==> config.mk <==
export PLATFORM = sky130hd
export DESIGN_NAME = rtf_top
export DESIGN_NICKNAME = d
export VERILOG_FILES = /design/src/shared/rtf_pkg.sv /design/src/shared/rtf_fmt_if.sv /design/src/core/rtf_fmt.sv /design/src/core/rtf_top.sv
export SDC_FILE = /design/constraint.sdc
export NUM_CORES = 1
export LEC_CHECK = 0
export BUFFER_PORTS_ARGS = -buffer_cell sky130_fd_sc_hd__buf_2
export CAP_MARGIN = 20
export CORE_MARGIN = 1
export CORE_UTILIZATION = 49
export CTS_CLUSTER_DIAMETER = 200
export DETAILED_ROUTE_END_ITERATION = 8
export PLACE_DENSITY = 0.76
export SETUP_SLACK_MARGIN = 0.4
export SYNTH_ARGS = -nofsm -noshare
export SYNTH_HDL_FRONTEND = slang
export SYNTH_SLANG_ARGS = --single-unit
export TNS_END_PERCENT = 5
==> constraint.sdc <==
create_clock -name hclk -period 4.3 [get_ports hclk]
set_clock_uncertainty 0.15 [all_clocks]
set_input_delay 0.215 -clock hclk [delete_from_list [all_inputs] [get_ports hclk]]
set_output_delay 0.215 -clock hclk [all_outputs]
set_load 0.02 [all_outputs]
==> src/shared/rtf_pkg.sv <==
// Constants and register map for the remote temperature result formatter
package rtf_pkg;

    // ************************************************
    // Widths
    // ************************************************
    localparam int RTF_BYTE_W = 8;
    localparam int RTF_RAW_W  = 14;  // Converter output, signed, 1/32 C
    localparam int RTF_SUM_W  = 15;  // Raw plus offset, one guard bit
    localparam int RTF_RES_W  = 13;  // Result as presented, 1/32 C
    localparam int RTF_OFS_W  = 11;  // Offset, signed, 1/8 C
    localparam int RTF_IDX_W  = 10;  // Register index taken from haddr
    localparam int RTF_IDX_LSB = 2;  // Word aligned: index is haddr / 4
    localparam int RTF_DATA_W = 32;

    // ************************************************
    // Register indices (byte address is four times the index)
    // ************************************************
    localparam logic [RTF_IDX_W-1:0] RTF_IDX_SIGNED_HIGH   = 10'h001;
    localparam logic [RTF_IDX_W-1:0] RTF_IDX_SIGNED_LOW    = 10'h010;
    localparam logic [RTF_IDX_W-1:0] RTF_IDX_OFFSET_HIGH   = 10'h011;
    localparam logic [RTF_IDX_W-1:0] RTF_IDX_OFFSET_LOW    = 10'h012;
    localparam logic [RTF_IDX_W-1:0] RTF_IDX_UNSIGNED_HIGH = 10'h031;
    localparam logic [RTF_IDX_W-1:0] RTF_IDX_UNSIGNED_LOW  = 10'h032;
    localparam logic [RTF_IDX_W-1:0] RTF_IDX_CONFIG        = 10'h045;

    // ************************************************
    // Field positions
    // ************************************************
    localparam int RTF_CFG_EXT_BIT  = 0;  // extended_resolution_enable
    localparam int RTF_CFG_FILT_BIT = 1;  // Digital filter enable
    localparam int RTF_OFS_LOW_MSB  = 7;  // Offset low bits in low reg
    localparam int RTF_OFS_LOW_LSB  = 5;
    localparam int RTF_OFS_LOW_W    = 3;
    localparam int RTF_INT_LSB      = 5;  // Integer part starts at 1 C
    localparam int RTF_FRAC_TOP_LSB = 2;  // 0.125 C bit of the result
    localparam int RTF_FRAC_LOW_W   = 2;  // 0.0625 and 0.03125 C bits
    localparam int RTF_UNUSED_W     = 3;  // Bits 2:0 of each low byte

    // ************************************************
    // Limits in 1/32 C units at sum width
    // ************************************************
    localparam logic signed [RTF_SUM_W-1:0] RTF_S_MAX  = 15'sh0FFF;
    localparam logic signed [RTF_SUM_W-1:0] RTF_S_MIN  = 15'sh7000;
    localparam logic signed [RTF_SUM_W-1:0] RTF_U_MAX  = 15'sh1FFF;
    localparam logic signed [RTF_SUM_W-1:0] RTF_U_MIN  = 15'sh0000;
    localparam logic signed [RTF_SUM_W-1:0] RTF_EXT_TH = 15'sh0FFC;

    // ************************************************
    // Reset values and bus codes
    // ************************************************
    localparam logic [RTF_BYTE_W-1:0] RTF_BYTE_RST   = 8'h00;
    localparam logic [RTF_OFS_W-1:0]  RTF_OFS_RST    = 11'h000;
    localparam logic [RTF_DATA_W-1:0] RTF_DATA_ZERO  = 32'h00000000;
    localparam logic [1:0]            RTF_FRAC_ZERO  = 2'h0;
    localparam logic [1:0]            RTF_FRAC_ONES  = 2'h3;
    localparam logic [2:0]            RTF_UNUSED_VAL = 3'h0;
    localparam int                    RTF_HTRANS_ACT = 1;
    localparam logic [2:0]            RTF_HSIZE_WORD = 3'h2;
    localparam logic                  RTF_HRESP_OKAY = 1'b0;

endpackage

==> src/shared/rtf_fmt_if.sv <==
// Interface between the bus side and the result formatter
`timescale 1ns/1ns
`default_nettype none
interface rtf_fmt_if;
    import rtf_pkg::*;

    logic                  conv_valid;
    logic [RTF_RAW_W-1:0]  conv_raw;
    logic [RTF_OFS_W-1:0]  offset;
    logic                  filt_en;
    logic                  ext_en;
    logic [RTF_BYTE_W-1:0] s_high;
    logic [RTF_BYTE_W-1:0] s_low;
    logic [RTF_BYTE_W-1:0] u_high;
    logic [RTF_BYTE_W-1:0] u_low;

    // Bus side drives controls and reads the results
    modport ctrl (
        output conv_valid,
        output conv_raw,
        output offset,
        output filt_en,
        output ext_en,
        input  s_high,
        input  s_low,
        input  u_high,
        input  u_low
    );

    // Formatter side
    modport fmt (
        input  conv_valid,
        input  conv_raw,
        input  offset,
        input  filt_en,
        input  ext_en,
        output s_high,
        output s_low,
        output u_high,
        output u_low
    );

endinterface
`default_nettype wire

==> src/core/rtf_fmt.sv <==
// Result formatter: offset add, saturation, signed and unsigned bytes
`timescale 1ns/1ns
`default_nettype none
module rtf_fmt
    import rtf_pkg::*;
(
    input  wire logic hclk,
    input  wire logic hresetn,
    rtf_fmt_if.fmt    fi
);

    // ************************************************
    // State
    // ************************************************
    typedef struct packed {
        logic [RTF_BYTE_W-1:0] s_high;
        logic [RTF_BYTE_W-1:0] s_low;
        logic [RTF_BYTE_W-1:0] u_high;
        logic [RTF_BYTE_W-1:0] u_low;
    } rtf_fmt_s;

    rtf_fmt_s                     st_q;
    rtf_fmt_s                     st_d;
    logic signed [RTF_SUM_W-1:0]  sum;
    logic signed [RTF_SUM_W-1:0]  sat_s;
    logic signed [RTF_SUM_W-1:0]  sat_u;
    logic [RTF_FRAC_LOW_W-1:0]    s_frac_lo;
    logic [RTF_FRAC_LOW_W-1:0]    u_frac_lo;

    assign sum = $signed({fi.conv_raw[RTF_RAW_W-1], fi.conv_raw})
               + $signed({{2{fi.offset[RTF_OFS_W-1]}}, fi.offset,
                          RTF_FRAC_ZERO});

    // Next result, taken only on a finished conversion
    always_comb begin
        st_d = st_q;
        if (sum > RTF_S_MAX) begin
            sat_s = RTF_S_MAX;
        end else if (sum < RTF_S_MIN) begin
            sat_s = RTF_S_MIN;
        end else begin
            sat_s = sum;
        end
        if (sum > RTF_U_MAX) begin
            sat_u = RTF_U_MAX;
        end else if (sum < RTF_U_MIN) begin
            sat_u = RTF_U_MIN;
        end else begin
            sat_u = sum;
        end
        s_frac_lo = RTF_FRAC_ZERO;
        if (fi.ext_en && !fi.filt_en) begin
            s_frac_lo = (sum > RTF_EXT_TH) ? RTF_FRAC_ONES : RTF_FRAC_ZERO;
        end else if (fi.ext_en && fi.filt_en) begin
            s_frac_lo = sat_s[RTF_FRAC_LOW_W-1:0];
        end
        u_frac_lo = RTF_FRAC_ZERO;
        if (fi.filt_en) begin
            u_frac_lo = sat_u[RTF_FRAC_LOW_W-1:0];
        end
        if (fi.conv_valid) begin
            st_d.s_high = sat_s[RTF_RES_W-1:RTF_INT_LSB];
            st_d.s_low  = {sat_s[RTF_INT_LSB-1:RTF_FRAC_TOP_LSB],
                           s_frac_lo, RTF_UNUSED_VAL};
            st_d.u_high = sat_u[RTF_RES_W-1:RTF_INT_LSB];
            st_d.u_low  = {sat_u[RTF_INT_LSB-1:RTF_FRAC_TOP_LSB],
                           u_frac_lo, RTF_UNUSED_VAL};
        end
    end

    // Result registers
    always_ff @(posedge hclk or negedge hresetn) begin
        if (!hresetn) begin
            st_q <= '{RTF_BYTE_RST, RTF_BYTE_RST, RTF_BYTE_RST, RTF_BYTE_RST};
        end else begin
            st_q <= st_d;
        end
    end

    assign fi.s_high = st_q.s_high;
    assign fi.s_low  = st_q.s_low;
    assign fi.u_high = st_q.u_high;
    assign fi.u_low  = st_q.u_low;

endmodule
`default_nettype wire

==> src/core/rtf_top.sv <==
// Remote temperature result registers behind an AHB-Lite slave
`timescale 1ns/1ns
`default_nettype none
module rtf_top
    import rtf_pkg::*;
(
    input  wire logic                  hclk,
    input  wire logic                  hresetn,
    input  wire logic                  hsel,
    input  wire logic [RTF_DATA_W-1:0] haddr,
    input  wire logic [1:0]            htrans,
    input  wire logic                  hwrite,
    input  wire logic [2:0]            hsize,
    input  wire logic [RTF_DATA_W-1:0] hwdata,
    input  wire logic                  hready,
    output logic                       hreadyout,
    output logic [RTF_DATA_W-1:0]      hrdata,
    output logic                       hresp,
    input  wire logic                  conv_valid,
    input  wire logic [RTF_RAW_W-1:0]  conv_raw
);

    // ************************************************
    // State
    // ************************************************
    typedef struct packed {
        logic                  wr_pend;   // Write data phase pending
        logic [RTF_IDX_W-1:0]  wr_idx;    // Index of pending write
        logic [RTF_OFS_W-1:0]  offset;    // Remote offset, 1/8 C
        logic                  ext_en;    // extended_resolution_enable
        logic                  filt_en;   // Digital filter enable
        logic                  s_lock;    // Signed high read, low pending
        logic [RTF_BYTE_W-1:0] s_shadow;  // Signed low at high read
        logic                  u_lock;    // Unsigned high read, low pending
        logic [RTF_BYTE_W-1:0] u_shadow;  // Unsigned low at high read
        logic [RTF_DATA_W-1:0] rdata;     // Read data for data phase
    } rtf_top_s;

    rtf_top_s             st_q;
    rtf_top_s             st_d;
    logic                 addr_ok;
    logic                 rd_go;
    logic                 wr_go;
    logic [RTF_IDX_W-1:0] a_idx;
    logic [RTF_BYTE_W-1:0] rd_byte;

    rtf_fmt_if fif ();

    // ************************************************
    // Decode helper
    // ************************************************
    // Same index compare serves read mux, side effects and writes
    function automatic logic rtf_hit(
        input logic [RTF_IDX_W-1:0] idx,
        input logic [RTF_IDX_W-1:0] reg_idx
    );
        rtf_hit = (idx == reg_idx);
    endfunction

    // ************************************************
    // Formatter
    // ************************************************
    // Offset and enables come straight from the register state, conversion inputs from the ports
    assign fif.conv_valid = conv_valid;
    assign fif.conv_raw   = conv_raw;
    assign fif.offset     = st_q.offset;
    assign fif.filt_en    = st_q.filt_en;
    assign fif.ext_en     = st_q.ext_en;

    rtf_fmt u_fmt (
        .hclk    (hclk),
        .hresetn (hresetn),
        .fi      (fif)
    );

    // ************************************************
    // Address phase
    // ************************************************
    // Upper haddr bits must be zero so aliases do not alias registers
    assign a_idx   = haddr[RTF_IDX_W+RTF_IDX_LSB-1:RTF_IDX_LSB];
    assign addr_ok = (haddr[RTF_DATA_W-1:RTF_IDX_W+RTF_IDX_LSB] == '0);
    assign rd_go   = hsel && htrans[RTF_HTRANS_ACT] && hready && !hwrite;
    assign wr_go   = hsel && htrans[RTF_HTRANS_ACT] && hready && hwrite;

    // Read mux, low bytes come from the shadow while a pair is open
    always_comb begin
        rd_byte = RTF_BYTE_RST;
        if (!addr_ok) begin
            rd_byte = RTF_BYTE_RST;
        end else if (rtf_hit(a_idx, RTF_IDX_SIGNED_HIGH)) begin
            rd_byte = fif.s_high;
        end else if (rtf_hit(a_idx, RTF_IDX_SIGNED_LOW)) begin
            rd_byte = st_q.s_lock ? st_q.s_shadow : fif.s_low;
        end else if (rtf_hit(a_idx, RTF_IDX_UNSIGNED_HIGH)) begin
            rd_byte = fif.u_high;
        end else if (rtf_hit(a_idx, RTF_IDX_UNSIGNED_LOW)) begin
            rd_byte = st_q.u_lock ? st_q.u_shadow : fif.u_low;
        end else if (rtf_hit(a_idx, RTF_IDX_OFFSET_HIGH)) begin
            rd_byte = st_q.offset[RTF_OFS_W-1:RTF_OFS_LOW_W];
        end else if (rtf_hit(a_idx, RTF_IDX_OFFSET_LOW)) begin
            rd_byte = RTF_BYTE_RST;
            rd_byte[RTF_OFS_LOW_MSB:RTF_OFS_LOW_LSB] =
                st_q.offset[RTF_OFS_LOW_W-1:0];
        end else if (rtf_hit(a_idx, RTF_IDX_CONFIG)) begin
            rd_byte = RTF_BYTE_RST;
            rd_byte[RTF_CFG_EXT_BIT]  = st_q.ext_en;
            rd_byte[RTF_CFG_FILT_BIT] = st_q.filt_en;
        end
    end

    // ************************************************
    // Next state
    // ************************************************
    always_comb begin
        st_d = st_q;

        // Data phase of a write; narrow writes are dropped silently
        if (st_q.wr_pend && hready) begin
            st_d.wr_pend = 1'b0;
            if (rtf_hit(st_q.wr_idx, RTF_IDX_OFFSET_HIGH)) begin
                st_d.offset[RTF_OFS_W-1:RTF_OFS_LOW_W] =
                    hwdata[RTF_BYTE_W-1:0];
            end else if (rtf_hit(st_q.wr_idx, RTF_IDX_OFFSET_LOW)) begin
                st_d.offset[RTF_OFS_LOW_W-1:0] =
                    hwdata[RTF_OFS_LOW_MSB:RTF_OFS_LOW_LSB];
            end else if (rtf_hit(st_q.wr_idx, RTF_IDX_CONFIG)) begin
                st_d.ext_en  = hwdata[RTF_CFG_EXT_BIT];
                st_d.filt_en = hwdata[RTF_CFG_FILT_BIT];
            end
        end

        // New write address phase; result registers are read only
        if (wr_go) begin
            st_d.wr_pend = addr_ok && (hsize == RTF_HSIZE_WORD);
            st_d.wr_idx  = a_idx;
        end

        // Read data is registered so hrdata is a flop in the data phase
        if (rd_go) begin
            st_d.rdata = {{(RTF_DATA_W-RTF_BYTE_W){1'b0}}, rd_byte};
        end

        if (rd_go && addr_ok && rtf_hit(a_idx, RTF_IDX_SIGNED_HIGH)) begin
            st_d.s_lock   = 1'b1;
            st_d.s_shadow = fif.s_low;
        end else if (rd_go && addr_ok
                     && rtf_hit(a_idx, RTF_IDX_SIGNED_LOW)) begin
            st_d.s_lock = 1'b0;
        end
        if (rd_go && addr_ok && rtf_hit(a_idx, RTF_IDX_UNSIGNED_HIGH)) begin
            st_d.u_lock   = 1'b1;
            st_d.u_shadow = fif.u_low;
        end else if (rd_go && addr_ok
                     && rtf_hit(a_idx, RTF_IDX_UNSIGNED_LOW)) begin
            st_d.u_lock = 1'b0;
        end
    end

    // ************************************************
    // Registers
    // ************************************************
    always_ff @(posedge hclk or negedge hresetn) begin
        if (!hresetn) begin
            st_q.wr_pend  <= 1'b0;
            st_q.wr_idx   <= '0;
            st_q.offset   <= RTF_OFS_RST;
            st_q.ext_en   <= 1'b0;
            st_q.filt_en  <= 1'b0;
            st_q.s_lock   <= 1'b0;
            st_q.s_shadow <= RTF_BYTE_RST;
            st_q.u_lock   <= 1'b0;
            st_q.u_shadow <= RTF_BYTE_RST;
            st_q.rdata    <= RTF_DATA_ZERO;
        end else begin
            st_q <= st_d;
        end
    end

    // ************************************************
    // Bus answers
    // ************************************************
    // Zero wait states, so the slave never stalls the bus
    assign hreadyout = 1'b1;
    assign hresp     = RTF_HRESP_OKAY;
    assign hrdata    = st_q.rdata;

endmodule
`default_nettype wire

==> results_dict.tcl, run 1 <==
set metrics [dict create \
    diodes 0 \
    drtIter0Drc 242 \
    drc 0 \
    cts.sinks 70 \
    rows 33 \
    regToRegEndpoint "u_fmt.fi.s_low[6]" \
    post_cts_buffers 0 \
    cp-end-kind "flip-flop" \
    synth_top_area_share_pct 42.4 \
    ant_nets 0 \
    syn_area_per_cell_um2 9.98 \
    setup_tns_ns 0 \
    synthTopCellsByArea "dfrtp_1 42%, mux2_2 6.5%, buf_4 6.2%, ha_1 3.6%, o21ai_0 2.8%" \
    clock_path_buffers 2 \
    coreArea_um2 8180 \
    synth_top_area_cell "dfrtp_1" \
    tightest_slew_ns 0.932 \
    wl_um 9680 \
    die_area_um2 8800 \
    fmax_mhz 291 \
    powerDensity_nw_per_um2 312 \
    slew_headroom_pct 37.4 \
    setup_viol 0 \
    wire_per_inst_um 16.1 \
    synth_top_flop_cell "dfrtp_1" \
    grt_pass1_wl_um 16100 \
    worstRegToRegCells 10 \
    hp-class "in -> reg" \
    synth.most_common_cell "dfrtp_1" \
    ios 123 \
    cts_tree "yes" \
    chipWidth_um 93.8 \
    initial_core_util_pct 50.5 \
    antenna_found_initial 0 \
    numPlacedInstances 563 \
    die_h_um 93.8 \
    worstSetupPathType "reg -> reg" \
    min_period_ns 3.43 \
    hold_depth 2 \
    ctsResizeCount 0 \
    start_kind "flip-flop" \
    dp_hpwl_um 7110 \
    async_reset_ff_share_pct 100 \
    maxSlewViolCount 0 \
    r2r_start "fif.offset[0]" \
    ys_seq_elements 70 \
    clock_latency_ns 0.34 \
    fin_cells 600 \
    ir_worst_vdd_v 0.000193 \
    io_buffers 69 \
    required_ns 4.34 \
    place_congestion 0.887 \
    detail_route.vias_per_cell 5.74 \
    syn_to_final_growth_pct 16.7 \
    h-tree-depth 3 \
    grt_pass1_vias 3302 \
    layout.nets 592 \
    ys_warn_count 0 \
    cts-root-buf "clkbuf_8" \
    arrival_ns 3.47 \
    grt_overflow 0 \
    post-route-period-util_pct 79.8 \
    crit_path_end "u_fmt.fi.s_low[6]" \
    grt_max_degree 46 \
    ys_types 58 \
    hold_viol 0 \
    mappedNetlistArea_um2 4130 \
    dr.pass1.iters 5 \
    startpoint "fif.offset[0]" \
    drive_above_1_share_pct 24.8 \
    cts_buffers 9 \
    max_cap_violations 0 \
    worst-path-max-fanout 11 \
    power.leakage_nw 2.26 \
    reg2reg_setup_slack_ns 0.87 \
    vias 3443 \
    finalPower_mw 1.50 \
    rsz0062_at_grt "false" \
    netlist_instances 414 \
    status "completed" \
    ys_top_cells_by_count "70 x dfrtp_1, 34 x buf_4, 29 x inv_1, 24 x mux2_2" \
    path_clk_slew_ns 0.08 \
    grt_use_total_pct 24.0 \
    synth_edf_count 0 \
    ys_seq_area_share_pct 42.4 \
]
[state kept, by name (all words and copies together), names as in the netlist]
| name | count |
|---|---|
| hrdata | 8 |
| u_fmt.fi.u_low | 5 |
| u_fmt.fi.u_high | 8 |
| u_fmt.fi.s_low | 5 |
| fif.offset | 11 |
| st_q | 23 |
| fif.ext_en | 1 |
| fif.filt_en | 1 |
| u_fmt.fi.s_high | 8 |
[final cells by class]
| cell class | count | area [µm²] |
|---|---|---|
| Tap cell | 105 | 131 |
| Clock buffer | 9 | 124 |
| Inverter | 29 | 109 |
| Multi-Input combinational cell | 289 | 2040 |
| Clock inverter | 7 | 98.8 |
| Timing Repair Buffer | 91 | 563 |
| Sequential cell | 70 | 1750 |
| Fill cell | 693 | 3350 |
[logic make-up (layout without fill, tap and decap cells)]
group	after synthesis	after routing	share of synthesized area [%]
and+or+nand+nor	102	102	13.3
buffers and inverters	79	136	10.3
adders and majority gates	13	13	4.12
other	2	26	0.182
DFF	70	70	42.4
muxes	42	42	11.3
xor gates and xnor gates	10	10	2.12
AOI/OAI and AO/OA	96	96	16.3
[critical path, stage by stage, from the launching register on]
cell	delay, ns
dfrtp_1	0.44
ha_1	0.23
inv_1	0.07
fa_1	0.40
nand2b_1	0.20
a211oi_1	0.45
o22ai_4	0.18
a311oi_2	0.47
nand2_1	0.11
nand3_1	0.37
o221ai_1	0.21
[layout by cell type (no fill, tap or decap), types with 4 or more instances in the layout]
cell type,count
nand4b_1,4
o21ai_0,23
nor2b_1,4
dfrtp_1,70
nand3_1,17
o211ai_1,8
conb_1,26
mux2i_1,8
dlygate4sd3_1,21
xnor2_1,4
buf_2,69
mux2_2,24
nor4_1,9
xor2_1,6
ha_1,12
clkbuf_8,9
nand2_1,23
nor2_1,18
inv_1,29
mux2_1,9
nand2b_1,6
a22oi_1,6
o21ai_1,8
o221ai_1,9
a21oi_1,13
[worst min-delay path by stage]
| stage | endpoint | slack [ns] | start |
|---|---|---|---|
| 4_1_cts | u_fmt.fi.s_low[4] | 0.006 | conv_raw[1] |
| 2_1_floorplan | fif.ext_en | -0.23 | hresetn |
| 5_1_grt | u_fmt.fi.s_low[4] | 0.01 | conv_raw[1] |
| 6_report | u_fmt.fi.s_low[4] | 0.02 | conv_raw[1] |
| 3_3_place_gp | st_q[37] | 0.25 | hresetn |
| 3_5_place_dp | u_fmt.fi.u_low[5] | 0.24 | hresetn |
[power by group]
group	internal [mW]	leakage (nW)	switching, mW	total, mW
clock	0.328	0.109	0.259	0.587
combinational	0.0833	1.23	0.110	0.193
sequential	0.701	0.916	0.0241	0.725
[repair_timing]
item / CTS / global route
endpoints found under the setup margin: 0 / 0
hold endpoints to repair: 64 / 0
hold buffers: 21 / 0
[layer usage]
layer	track usage, %	wire (µm)
met5	0	0
met2	39.1	4610
met3	5.34	746
met4	8.46	170
met1	31.5	4150
[per-stage QoR]
stage	setup slack, ns	utilization (%)	area, µm²	hold slack, ns
final	0.869	59.0	4820	0.0233
after CTS	0.909	59.0	4820	0.00623
after global placement	1.06	53.7	4390	0.247
after detailed placement	0.946	53.7	4390	0.245
after global routing	0.633	59.0	4820	0.00950
after floorplan	1.45	-	4220	-0.231
(Power assumes the default switching activity.)
==> run 2: changes to the inputs <==
CORE_UTILIZATION = 47   (was 49)
PLACE_DENSITY = 0.77   (was 0.76)
clock period = 2.8 ns   (was 4.3 ns; I/O delays follow)
==> run 2 against run 1 <==
  * Combinational power is 76% higher
  * Cell count is 4.7% higher
  * Largest cell class unchanged
  * Clock power is 55% higher
  * Worst setup slack worse by 0.79 ns
  * Core utilization is 3.4 points higher
==> results_dict.tcl, run 2 (synthesis results as in run 1) <==
set metrics [dict create \
    status "completed" \
    post-route-period-util_pct 97.2 \
    m1WireLength_um 4440 \
    antenna_found_initial 0 \
    h-tree-depth 3 \
    drc 0 \
    vias 3583 \
    dr.pass1.iters 5 \
    largest_reg_flops 23 \
    powerDensity_nw_per_um2 454 \
    ir_worst_vdd_v 0.000382 \
    rows 33 \
    required_ns 2.89 \
    setup_tns_ns 0 \
    fin_cells 628 \
    fin_ws_ns 0.0774 \
    clock_latency_ns 0.35 \
    coreArea_um2 8340 \
    power.leakage_nw 2.43 \
    path_clk_slew_ns 0.07 \
    mostFrequentLayoutCell "dfrtp_1" \
    start_kind "flip-flop" \
    grt_max_degree 46 \
    min_period_ns 2.72 \
    cts_buffers 9 \
    layout.nets 620 \
    met2_length_um 5290 \
    drtIter0Drc 291 \
    rsz0062_at_grt "true" \
    max_cap_violations 0 \
    hold_viol 0 \
    ant_nets 0 \
    layout_common_cells "70 x dfrtp_1, 69 x buf_2, 28 x inv_1" \
    wl_um 10900 \
    grt_overflow 0 \
    worstSetupPathType "reg -> reg" \
    reg_top3 "st_q (23), fif.offset (11)" \
    tightest_slew_ns 0.775 \
    place_congestion 0.909 \
    met3_wirelength_um 800 \
    syn_to_final_growth_pct 25.9 \
    drive_above_1_share_pct 32.5 \
    fmax_mhz 367 \
    grt_use_total_pct 26.0 \
    cts.sinks 70 \
    routed.top_layer "met4" \
    ios 123 \
    chipWidth_um 95.8 \
    post-place-ws_ns -0.0278 \
    hp-class "in -> reg" \
    die_h_um 95.8 \
    initial_core_util_pct 49.5 \
    diodes 0 \
    cts_tree "yes" \
    slew_headroom_pct 48.3 \
    worst-path-max-fanout 4 \
    io_buffers 69 \
    maxSlewViolCount 0 \
    detail_route.vias_per_cell 5.71 \
    die_area_um2 9170 \
    arrival_ns 2.81 \
    grt_pass1_vias 3581 \
    clock_path_buffers 2 \
    top_register "st_q" \
    grt_pass1_wl_um 17500 \
    cp-end-kind "flip-flop" \
    wire_per_inst_um 17.3 \
    setup_viol 0 \
    dp_hpwl_um 7780 \
    numPlacedInstances 585 \
    cts-root-buf "clkbuf_8" \
]
[run 2: cell count changes in the layout (fill, tap and decap cells not counted), sizes merged]
cell         delta
clkbuf          +3
clkinvlp        -1
buf            +25
dlygate4sd3     +3
clkinv          -2
[run 2: path summary, 6_finish.rpt]
path,from,endpoint,slack [ns],cells past startpoint
worst max-delay path,fif.offset[5],u_fmt.fi.s_low[4],0.08,10
worst min-delay path,hsize[1],st_q[73],0.02,3
worst max register to register,fif.offset[5],u_fmt.fi.s_low[4],0.08,10
worst min register to register,hrdata[7],hrdata[7],0.33,2
max in group asynchronous,hresetn,u_fmt.fi.s_high[7],1.62,3
min in group asynchronous,hresetn,fif.offset[3],0.13,2
[run 2: metrics by stage]
step | util, % | hold WS (ns) | power, mW | area (µm²)
2_1_floorplan | - | -0.306 | 1.33 | 4270
3_3_place_gp | 55.2 | -0.0345 | 1.41 | 4600
3_5_place_dp | 55.2 | -0.0302 | 1.42 | 4600
4_1_cts | 62.0 | 0.0152 | 2.36 | 5170
5_1_grt | 62.4 | 0.0135 | 2.46 | 5200
6_report | 62.4 | 0.0210 | 2.36 | 5200
[run 2: layer usage]
metal	global-route usage, %	vias up
met2	44.2	183
li1	-	1640
met3	6.32	29
met4	11.8	0
met1	31.2	1731
met5	0	-
[run 2: final cells by class]
type | instances | area [µm²]
well taps | 105 | 131
multi-input cells | 289 | 2210
repair buffers | 119 | 785
inverters | 29 | 109
fillers | 689 | 3140
clock buffers | 12 | 145
clock inverters | 4 | 70.1
flip-flops and latches | 70 | 1750
[run 2: critical path: stages (launching register included)]
cell,delay [ns]
dfrtp_1,0.41
ha_4,0.22
a21o_1,0.17
or3_4,0.34
o22ai_4,0.24
nor3_2,0.06
buf_4,0.14
a311oi_4,0.32
o21bai_4,0.12
and2_4,0.18
a311o_1,0.26
[run 2: what timing repair did]
item,CTS,global route
endpoints found under the setup margin,26,42
hold buffers,24,0
pin swaps,13,5
setup buffers,3,0
endpoints found under the hold margin,48,0
gates resized for setup,15,6
[run 2: power breakdown]
part | total [mW] | internal (mW) | leakage [nW] | switching (mW)
sequential | 1.12 | 1.08 | 0.916 | 0.0404
combinational | 0.340 | 0.151 | 1.41 | 0.189
clock | 0.907 | 0.524 | 0.110 | 0.383
total | 2.36 | 1.75 | 2.43 | 0.613
==> run 3: changes to the inputs <==
REMOVE_ABC_BUFFERS = 1   (was not set)
==> run 3 against run 2 <==
  * The run now ends with setup timing left
  * Worst setup slack worse by 0.13 ns
  * Via count is 1.1% higher
  * Combinational power hardly changed
  * Die area stayed put
  * First-iteration DRC count rose by 25%
  * Worst hold slack better by 0.0011 ns
  * Power is 3.0% lower
  * Cell count grew 0.32%
==> results_dict.tcl, run 3 (synthesis results as in run 1) <==
set metrics [dict create \
    min_period_ns 2.85 \
    place_congestion 0.897 \
    chipWidth_um 95.8 \
    p_comb_share_pct 14.8 \
    power.switching_mw 0.633 \
    syn_to_final_growth_pct 25.0 \
    setup_tns_ns -0.0604 \
    grt_use_total_pct 24.5 \
    vias 3624 \
    initial_core_util_pct 49.5 \
    post-route-period-util_pct 102 \
    drtIter0Drc 363 \
    cts.sinks 70 \
    drc 0 \
    p_seq_share_pct 48.7 \
    die_h_um 95.8 \
    io_buffers 69 \
    layout_common_cells "70 x dfrtp_1, 69 x buf_2, 28 x inv_1" \
    die_area_um2 9170 \
    cts_tree "yes" \
    wl_um 10900 \
    grt_overflow 0 \
    diodes 0 \
    hold_viol 0 \
    largest_reg_flops 23 \
    fillers 680 \
    mostFrequentLayoutCell "dfrtp_1" \
    cts-root-buf "clkbuf_8" \
    reg2reg_setup_slack_ns -0.05 \
    clock_path_buffers 2 \
    clockPowerShare_pct 36.5 \
    h-tree-depth 3 \
    worst-path-max-fanout 2 \
    wire_per_inst_um 17.2 \
    rows 33 \
    fmax_mhz 351 \
    slowest_delay_ns 0.37 \
    hp-class "in -> reg" \
    maxSlewViolCount 0 \
    dr.pass1.iters 7 \
    top_register "st_q" \
    ir_worst_vdd_v 0.000274 \
    holdWs_ns 0.0221 \
    fin_ws_ns -0.0515 \
    powerDensity_nw_per_um2 444 \
    detail_route.vias_per_cell 5.75 \
    grt_max_degree 46 \
    power.leakage_nw 2.43 \
    reg_top3 "st_q (23), fif.offset (11)" \
    coreArea_um2 8340 \
    drive_above_1_share_pct 33.1 \
    crit_top_cell "buf_4" \
    fin_util_pct 61.9 \
    start_kind "flip-flop" \
    violations "setup timing" \
    status "complete, but fails checks" \
    intPower_mw 1.66 \
    slew_headroom_pct 49.1 \
    antenna_found_initial 0 \
    tightest_slew_ns 0.763 \
    cts_buffers 9 \
    max_cap_violations 0 \
    layout.nets 622 \
    arrival_ns 2.93 \
    cp_cell_sequence "ha_2 > inv_2 > fa_2 > nand2b_4 > a211oi_2 > buf_4 > buf_4 > nor2_1 > xor2_1 > nor4_2 > nand3_1 > a31oi_2 > a311o_1" \
    rsz0062_at_grt "true" \
    worstSetupPathType "reg -> reg" \
    grt_pass1_wl_um 16700 \
    path_clk_slew_ns 0.08 \
    grt_pass1_vias 3551 \
    cp-end-kind "flip-flop" \
    ios 123 \
    dp_hpwl_um 7620 \
    clock_latency_ns 0.35 \
    required_ns 2.88 \
    setup_viol 2 \
    ant_nets 0 \
    crit_path_top_delay_cell "dfrtp_1" \
    swShare_pct 27.6 \
]
## run 3: routing by layer
layer	track usage [%]	vias to the layer above	part of all wire, %
li1	-	1649	-
met1	30.7	1743	41
met2	42.9	208	49
met3	3.55	24	8.0
met4	9.33	0	2.5
met5	0	-	0
## run 3: critical path: cells and delay by family (launching register included)
kind	cells	cell delay, ns
AO/OA/AOI/OAI	3	0.62
adder cells (fa/ha/maj)	2	0.54
AND/OR/NAND/NOR	4	0.42
flip-flops	1	0.37
XOR/XNOR	1	0.34
buffers and inverters	3	0.30
## run 3: layout make-up
cell class	instances	area (µm²)	area share [%]
flip-flops and latches	70	1750	33.9
well taps	105	131	2.54
inverters	29	109	2.11
clock buffers	10	138	2.67
multi-input cells	289	2160	41.8
repair buffers	121	816	15.8
clock inverters	6	61.3	1.19
## run 3: per-stage QoR
step | setup WS [ns] | cells | cell area (µm²) | power (mW)
floorplan | -0.0526 | 388 | 3910 | 1.29
global placement | 0.0212 | 584 | 4560 | 1.41
detailed placement | -0.155 | 584 | 4560 | 1.42
CTS | 0.0164 | 627 | 5060 | 2.28
global route | -0.136 | 630 | 5160 | 2.38
finish | -0.0515 | 630 | 5160 | 2.29
## run 3: power groups by stage
stage	Clock (mW)	Combinational [mW]	Sequential, mW
2_1_floorplan	0	0.163	1.12
3_3_place_gp	0	0.280	1.13
3_5_place_dp	0	0.290	1.13
4_1_cts	0.839	0.324	1.11
5_1_grt	0.878	0.373	1.12
6_report	0.836	0.341	1.12
## run 3: timing repair
action                                 4_1_cts  5_1_grt
gates resized for setup                      8       18
setup endpoints to repair                   26       43
buffers inserted                             3        3
pin swaps                                    4        9
endpoints found under the hold margin       57        0
hold buffers                                24        0
## run 3: final timing paths
path | start | to | cells past startpoint
worst max-delay path | fif.offset[0] | u_fmt.fi.s_low[3] | 13
worst min-delay path | hsize[1] | st_q[73] | 3
worst max register to register | fif.offset[0] | u_fmt.fi.s_low[3] | 13
worst min register to register | hrdata[7] | hrdata[7] | 2
max in group asynchronous | hresetn | u_fmt.fi.u_high[1] | 3
min in group asynchronous | hresetn | st_q[63] | 2
